[src/fsl_consts.svh]
// Constants for the fieldbus node configuration and status LED block.
// Assumes a 10 MHz core clock and a millisecond timebase derived from it.
// Overview of operation
// - Settings change only when motor stopped, locked.
// - New settings apply only after power cycle.
// - Address 0..127, default 0; zero disables comms.
// - Seven bit rates, default 125 kbit/s, shared.
// - Run LED off when off, single-flash when stopped.
// - Run LED blinks pre-operational, on when operational.
// - Error LED double-flash on guarding, on bus-off.
// - Single flash: short on, then 1 s off.
// - Double flash: on, 200 ms off, on, 1 s off.
`ifndef FSL_CONSTS_SVH
`define FSL_CONSTS_SVH

`define FSL_CLK_HZ 10000000
`define FSL_TICK_MS 1
`define FSL_MS_CYCLES (`FSL_CLK_HZ / 1000 * `FSL_TICK_MS)
`define FSL_PHASE_MS 200
`define FSL_GAP_MS 1000
`define FSL_ADDR_RESET 7'h00
`define FSL_ADDR_MAX 7'h7F
`define FSL_RATE_RESET 3'h3

`endif

[src/fsl_pkg.sv]
// Types for the fieldbus node configuration and status LED block.
// Assumes nothing beyond a SystemVerilog compiler.
`default_nettype none
package fsl_pkg;
	typedef enum logic [2:0] {
		FSL_RATE_10K, FSL_RATE_20K, FSL_RATE_50K, FSL_RATE_125K,
		FSL_RATE_250K, FSL_RATE_500K, FSL_RATE_1000K
	} fsl_rate_t;
	typedef enum logic [1:0] {
		FSL_NMT_OFF, FSL_NMT_STOPPED, FSL_NMT_PREOP, FSL_NMT_OPER
	} fsl_nmt_t;
	typedef enum logic [2:0] {
		FSL_PAT_OFF, FSL_PAT_SINGLE, FSL_PAT_DOUBLE, FSL_PAT_BLINK, FSL_PAT_ON
	} fsl_pat_t;
endpackage
`default_nettype wire

[src/fsl_led_pattern.sv]
// Pattern generator for one status LED.
// Assumes a one-cycle millisecond tick on the same clock.
`timescale 1ns/1ps
`default_nettype none
`include "fsl_consts.svh"
module fsl_led_pattern
	import fsl_pkg::*;
(
	input wire logic core_clk,
	input wire logic rst,
	input wire logic ms_tick,
	input wire fsl_pat_t pattern,
	output logic led
);
	// Cycle is phase-slot based: 200 ms slots, then the 1 s gap.
	localparam logic [11:0] PHASE_MS = 12'(`FSL_PHASE_MS);
	localparam logic [11:0] GAP_MS = 12'(`FSL_GAP_MS);
	logic [11:0] ms_reg;
	logic [1:0] slot_reg;
	logic led_reg;
	fsl_pat_t pat_reg;
	wire logic is_flash = (pattern == FSL_PAT_SINGLE) || (pattern == FSL_PAT_DOUBLE);
	// Blinking shares the two-slot cycle of the single flash, without the gap.
	wire logic two_slot = (pattern == FSL_PAT_SINGLE) || (pattern == FSL_PAT_BLINK);
	wire logic last_slot = two_slot ? (slot_reg == 2'd1) :
		(pattern == FSL_PAT_DOUBLE) ? (slot_reg == 2'd3) : 1'b1;
	wire logic [11:0] slot_len = (is_flash && last_slot) ? GAP_MS : PHASE_MS;
	wire logic slot_done = ms_tick && (ms_reg == slot_len - 12'd1);
	wire logic changed = (pattern != pat_reg);
	wire logic [1:0] slot_next = last_slot ? 2'd0 : slot_reg + 2'd1;
	wire logic led_next =
		(pattern == FSL_PAT_ON) ? 1'b1 :
		(pattern == FSL_PAT_OFF) ? 1'b0 :
		(pattern == FSL_PAT_BLINK) ? ~slot_reg[0] :
		~slot_reg[0] && !(is_flash && last_slot);

	always_ff @(posedge core_clk) begin
		if (rst || changed) begin
			ms_reg <= 12'd0;
			slot_reg <= 2'd0;
		end else if (slot_done) begin
			ms_reg <= 12'd0;
			slot_reg <= slot_next;
		end else if (ms_tick) begin
			ms_reg <= ms_reg + 12'd1;
		end
	end

	always_ff @(posedge core_clk) begin
		if (rst) begin
			pat_reg <= FSL_PAT_OFF;
			led_reg <= 1'b0;
		end else begin
			pat_reg <= pattern;
			led_reg <= changed ? 1'b0 : led_next;
		end
	end

	assign led = led_reg;
endmodule // fsl_led_pattern
`default_nettype wire

[src/fsl_fieldbus_status.sv]
// Fieldbus node configuration holding and front-panel LED status block.
// Assumes controller state inputs on core_clk; panel inputs are asynchronous.
// The blinking and flashing patterns come from fsl_led_pattern.
`timescale 1ns/1ps
`default_nettype none
`include "fsl_consts.svh"
module fsl_fieldbus_status
	import fsl_pkg::*;
(
	input wire logic core_clk,
	input wire logic rst,
	input wire logic motor_stopped,
	input wire logic drive_locked,
	input wire logic cfg_write,
	input wire logic [6:0] node_address_setting,
	input wire logic [2:0] rate_setting,
	input wire fsl_nmt_t nmt_state,
	input wire logic err_warning,
	input wire logic err_guard_event,
	input wire logic err_guard_clear,
	input wire logic err_bus_off,
	output logic [6:0] active_address,
	output logic [2:0] active_rate,
	output logic comm_enable,
	output logic [6:0] pending_address,
	output logic [2:0] pending_rate,
	output logic cfg_pending,
	output logic cfg_rejected,
	output logic run_led,
	output logic err_led
);
	// ----------------------------------------------------------------
	// Panel input synchronisers
	// ----------------------------------------------------------------
	// The three panel levels come from outside the core clock domain; each
	// passes two flip-flops, and nothing but the second stage is read.
	localparam int SYNC_W = 3;
	wire logic [SYNC_W-1:0] panel_pins = {cfg_write, drive_locked, motor_stopped};
	wire logic [SYNC_W-1:0] synced;
	generate
		for (genvar gi = 0; gi < SYNC_W; gi++) begin : g_sync
			logic first_reg, second_reg;
			always_ff @(posedge core_clk) begin
				if (rst) begin
					first_reg <= 1'b0;
					second_reg <= 1'b0;
				end else begin
					first_reg <= panel_pins[gi];
					second_reg <= first_reg;
				end
			end
			assign synced[gi] = second_reg;
		end
	endgenerate
	wire logic stop_sync = synced[0];
	wire logic lock_sync = synced[1];
	wire logic wr_sync = synced[2];

	// The edge detector idles low like the strobe pin, so reset makes no edge.
	logic wr_prev_reg;
	always_ff @(posedge core_clk) begin
		if (rst)
			wr_prev_reg <= 1'b0;
		else
			wr_prev_reg <= wr_sync;
	end

	// ----------------------------------------------------------------
	// Write request decode
	// ----------------------------------------------------------------
	// Address and rate are sampled on the write edge after two stages of the
	// strobe; software must hold them steady around the strobe.
	wire logic wr_edge = wr_sync && !wr_prev_reg;
	wire logic cfg_allowed = stop_sync && lock_sync;
	wire logic rate_legal = rate_setting <= 3'(FSL_RATE_1000K);
	// Seven bits cannot exceed the top address; the compare names the limit.
	wire logic addr_legal = node_address_setting <= `FSL_ADDR_MAX;
	wire logic accept = wr_edge && cfg_allowed && rate_legal && addr_legal;

	// ----------------------------------------------------------------
	// Pending and running configuration
	// ----------------------------------------------------------------
	// The pending copy stands for the drive's non-volatile settings store, so
	// rst, which models the power cycle, leaves it alone and it starts from
	// the defaults. The running copy reads it only at the first edge after
	// rst, which keeps a new setting off the bus until the next power cycle.
	logic [6:0] pend_addr_reg = `FSL_ADDR_RESET;
	logic [2:0] pend_rate_reg = `FSL_RATE_RESET;
	logic [6:0] run_addr_reg;
	logic [2:0] run_rate_reg;
	logic pend_reg, rej_reg, boot_reg;
	always_ff @(posedge core_clk) begin
		if (accept && !rst)
			pend_addr_reg <= node_address_setting;
	end

	always_ff @(posedge core_clk) begin
		if (accept && !rst)
			pend_rate_reg <= rate_setting;
	end

	// A power cycle applies whatever was pending, so the flag starts clear.
	always_ff @(posedge core_clk) begin
		if (rst)
			pend_reg <= 1'b0;
		else if (accept)
			pend_reg <= 1'b1;
	end

	// Every write attempt leaves its verdict here until the next one.
	always_ff @(posedge core_clk) begin
		if (rst)
			rej_reg <= 1'b0;
		else if (wr_edge)
			rej_reg <= !accept;
	end

	// The running copy loads once, at the first edge after power-on reset.
	always_ff @(posedge core_clk) begin
		if (rst) begin
			boot_reg <= 1'b1;
			run_addr_reg <= `FSL_ADDR_RESET;
			run_rate_reg <= `FSL_RATE_RESET;
		end else if (boot_reg) begin
			boot_reg <= 1'b0;
			run_addr_reg <= pend_addr_reg;
			run_rate_reg <= pend_rate_reg;
		end
	end

	// Address zero keeps the node silent; comms follow the running copy.
	logic comm_reg;
	always_ff @(posedge core_clk) begin
		if (rst)
			comm_reg <= 1'b0;
		else
			comm_reg <= (run_addr_reg != 7'h00) && !boot_reg;
	end

	// ----------------------------------------------------------------
	// Millisecond timebase
	// ----------------------------------------------------------------
	// One divider serves both LEDs, so their slots count the same tick; the tick
	// is registered so that both generators see it on the same edge.
	localparam logic [13:0] MS_CYC = 14'(`FSL_MS_CYCLES);
	logic [13:0] div_reg;
	logic tick_reg;
	wire logic div_wrap = (div_reg == MS_CYC - 14'd1);
	always_ff @(posedge core_clk) begin
		if (rst)
			div_reg <= 14'd0;
		else if (div_wrap)
			div_reg <= 14'd0;
		else
			div_reg <= div_reg + 14'd1;
	end

	always_ff @(posedge core_clk) begin
		if (rst)
			tick_reg <= 1'b0;
		else
			tick_reg <= div_wrap;
	end

	// ----------------------------------------------------------------
	// Status selection
	// ----------------------------------------------------------------
	// The guarding flag is sticky; a new event in the clearing cycle wins.
	logic guard_reg;
	always_ff @(posedge core_clk) begin
		if (rst)
			guard_reg <= 1'b0;
		else if (err_guard_event)
			guard_reg <= 1'b1;
		else if (err_guard_clear)
			guard_reg <= 1'b0;
	end
	// The run LED follows the network-management state alone.
	wire logic nmt_oper = (nmt_state == FSL_NMT_OPER);
	wire logic nmt_preop = (nmt_state == FSL_NMT_PREOP);
	wire logic nmt_stopped = (nmt_state == FSL_NMT_STOPPED);
	wire fsl_pat_t run_pat =
		nmt_oper ? FSL_PAT_ON :
		nmt_preop ? FSL_PAT_BLINK :
		nmt_stopped ? FSL_PAT_SINGLE : FSL_PAT_OFF;

	// The error LED shows the worst condition: bus-off, guarding, warning.
	wire fsl_pat_t err_pat =
		err_bus_off ? FSL_PAT_ON :
		guard_reg ? FSL_PAT_DOUBLE :
		err_warning ? FSL_PAT_SINGLE : FSL_PAT_OFF;

	// ----------------------------------------------------------------
	// LED pattern generators
	// ----------------------------------------------------------------
	// Each generator restarts its pattern on any change, so a new state shows at once.
	logic run_led_w, err_led_w;
	fsl_led_pattern u_run_led (
		.core_clk(core_clk),
		.rst(rst),
		.ms_tick(tick_reg),
		.pattern(run_pat),
		.led(run_led_w)
	);
	fsl_led_pattern u_err_led (
		.core_clk(core_clk),
		.rst(rst),
		.ms_tick(tick_reg),
		.pattern(err_pat),
		.led(err_led_w)
	);

	// ----------------------------------------------------------------
	// Outputs
	// ----------------------------------------------------------------
	// Every output comes straight from a register here or in a generator.
	assign active_address = run_addr_reg;
	assign active_rate = run_rate_reg;
	assign comm_enable = comm_reg;
	assign pending_address = pend_addr_reg;
	assign pending_rate = pend_rate_reg;
	assign cfg_pending = pend_reg;
	assign cfg_rejected = rej_reg;
	assign run_led = run_led_w;
	assign err_led = err_led_w;
endmodule // fsl_fieldbus_status
`default_nettype wire

[config.mk]
export PLATFORM = sky130hd
export DESIGN_NAME = fsl_fieldbus_status
export DESIGN_NICKNAME = d
export VERILOG_FILES = /design/src/fsl_pkg.sv /design/src/fsl_led_pattern.sv /design/src/fsl_fieldbus_status.sv
export VERILOG_INCLUDE_DIRS = /design/src
export SDC_FILE = /design/constraint.sdc
export NUM_CORES = 1
export LEC_CHECK = 0
export BUFFER_PORTS_ARGS = -buffer_cell sky130_fd_sc_hd__buf_2
export CORE_ASPECT_RATIO = 0.6
export CORE_MARGIN = 1.5
export CORE_UTILIZATION = 51
export DETAILED_ROUTE_END_ITERATION = 16
export GPL_ROUTABILITY_DRIVEN = 0
export GPL_TIMING_DRIVEN = 0
export PLACE_DENSITY = 0.85
export SLEW_MARGIN = 15
export SYNTH_ARGS = -nofsm -noshare
export SYNTH_HDL_FRONTEND = slang
export SYNTH_HIERARCHICAL = 1
export SYNTH_SLANG_ARGS = --single-unit
[constraint.sdc]
create_clock -name core_clk -period 2 [get_ports core_clk]
set_input_delay 0.1 -clock core_clk [delete_from_list [all_inputs] [get_ports core_clk]]
set_output_delay 0.1 -clock core_clk [all_outputs]
set_load 0.05 [all_outputs]
==> out/metrics.cfg <==
[cells_and_area]
multi_input_area_um2=1670
largest_reg_flops=14
finalNetCount=452
utilization=0.657
design_area_um2=4380
fillers=497
ff_latch_area_um2=1760
drive_above_1_share=0.194
area_delta_synth_final_pct=24.5
antenna_cells=0

[place]
io_buffers=45
dp_hpwl_um=4880
dpl-instance-area_um2=3860

[logic_synthesis]
ys_ff_latch=83
synthCells=349
synth_cell_types=37
ys.flop_type=dfxtp_1
yosysWarnings=6
syn-cell-area_um2=3520
ys_seq_area_frac=0.500
synth_edf_count=10
ys_async_sr_fraction=0
post-synth-top-count-cell=dfxtp_1
synth_area_per_cell_um2=10.1
yosys-top-cells-area=dfxtp_1 (42%), edfxtp_1 (8.5%), xnor2_1 (6.7%)
yosys.area.top_type=dfxtp_1
synth_top_area_frac=0.415
ys_top_cells_by_count=dfxtp_1 (73), nor3_1 (41), nor2_1 (31)
synthesis.nets=379

[sta]
final_hold_viol_count=0
fin_skew_ps=6.62
setup_tns_ps=0
period_needed_ps=1950
timing.hold.ws_ps=49.7
setup_viol=0
tightest_slew_ps=847
slew_violations=0
max_freq_mhz=513
relSlewSlack=0.433
post-route-period-util=0.975

[global_routing]
overflow=0
grt_pass1_vias=2535
antenna_found_initial=0
grtUsageTotal=0.218
grt_first_pass_wirelength_um=12000
grt_max_degree=17

[floorplanning]
fp.dieH_um=67.4
io_pins=46
initial_core_util=0.527
dieArea_um2=7430
row_count=23
fp.dieW_um=110
core_um2=6680

[critical_path]
worstPathMaxFanout=7
reg2reg_depth=5
r2r-end=u_err_led/slot_reg[1]
r2r_slack_ps=50
crit-reg2reg-launch=guard_reg
crit_type=reg -> reg
setup.worst_path.end_class=register
critPathLaunchType=register
cp.arrival_ps=2170
critPathRequiredTime_ps=2220

[pwr]
vdd_ir_drop_max_v=0.000743
p_leak_nw=1.65
power_density_nw_per_um2=853
p_total_w=0.00374

[run_status]
status=complete, no violations

[routing]
wl_per_cell_um=14.8
drc_errors=0
dr.pass1.iters=4
postRouteAntennaNets=0
vias=2783
viasPerCell=5.41
drt-initial-drc-count=140
wl_um=7590

[clock_network]
cts_buffers=9
cts.sinks=83
clk_path_buf_depth=2
root_buffer=clkbuf_16
cts_tree=yes
htree_levels=3
clk_pin_slew_ps=60
clock_latency_ps=340

[worst_hold_path]
holdPathEnd=boot_reg
hp-class=in -> reg
hold_start=rst
hold_depth=1

[run]
maxCapViolCount=0

## timing repair
action                     in CTS  in global routing
hold endpoints to repair       14                  0
pin swaps                       0                  1
setup endpoints to repair      12                 23
hold buffers                   14                  0
setup buffers                   0                  3
gates resized for setup         4                  4
## cells in the final DEF, fill, tap and decap left out, types with 3 or more instances in the layout
| cell type | instances |
|---|---|
| dfxtp_1 | 72 |
| clkbuf_1 | 4 |
| nor2_1 | 31 |
| mux2i_1 | 10 |
| nand4bb_1 | 4 |
| nand2_1 | 9 |
| nor2b_1 | 18 |
| nor2_2 | 3 |
| dlygate4sd3_1 | 14 |
| nand4_1 | 7 |
| buf_4 | 5 |
| or4_1 | 4 |
| clkbuf_16 | 9 |
| mux2_1 | 4 |
| nand3_1 | 17 |
| xor2_1 | 13 |
| xnor2_1 | 27 |
| nor3_1 | 39 |
| nor4_1 | 11 |
| buf_2 | 51 |
| a211oi_1 | 3 |
| inv_1 | 17 |
| edfxtp_1 | 10 |
| ha_1 | 9 |
## worst max-delay path by stage
stage | slack [ps] | to | startpoint | depth (start not counted)
after detailed placement | -180 | u_err_led/ms_reg[9] | guard_reg | 6
after global placement | -100 | u_err_led/ms_reg[2] | guard_reg | 6
after CTS | 30 | u_err_led/slot_reg[1] | guard_reg | 5
after floorplan | 110 | u_err_led/slot_reg[0] | guard_reg | 5
final | 50 | u_err_led/slot_reg[1] | guard_reg | 5
after global routing | -30 | u_err_led/ms_reg[8] | guard_reg | 6
## logic make-up after synthesis
kind of cell / after synthesis / synth area share
adder cells (fa/ha/maj): 9 / 0.0320
flip-flops: 83 / 0.500
AO/OA/AOI/OAI: 17 / 0.0405
AND/OR/NAND/NOR: 157 / 0.247
buffers and inverters: 29 / 0.0398
multiplexers: 14 / 0.0412
XOR/XNOR: 40 / 0.0995
## cell type report
class                      count  share of cell area
clock inverter                 5              0.0180
buffer                        12              0.0174
inverter                      17              0.0146
tap                           87              0.0248
clock buffer                  11              0.0531
timing repair buffer          62              0.0885
multi-input combinational    237               0.382
sequential                    83               0.402
## per-stage QoR
step | std cells | setup WS [ps]
4_1_cts | 511 | 25.5
3_3_place_gp | 481 | -105
5_1_grt | 514 | -25.2
6_report | 514 | 50.5
3_5_place_dp | 481 | -176
2_1_floorplan | 349 | 111
## critical path, stage by stage, from the launching register on
cell and delay, ps:
dfxtp_1 340, nor3b_4 320, nand4bb_1 170, a21o_1 220, a2111o_1 460, mux2_1 330
## layer usage
layer / GRT usage / wire [µm] / up-vias
li1: - / - / 1374
met1: 0.276 / 3570 / 1334
met2: 0.344 / 3530 / 60
met3: 0.0637 / 354 / 15
met4: 0.106 / 135 / 0
met5: 0 / 0 / -
## report_power, final
group	switching, W	internal, W
combinational	0.000152	0.000104
sequential	0.0000212	0.00172
clock	0.000652	0.00109
Power figures use the tool's default switching activity.
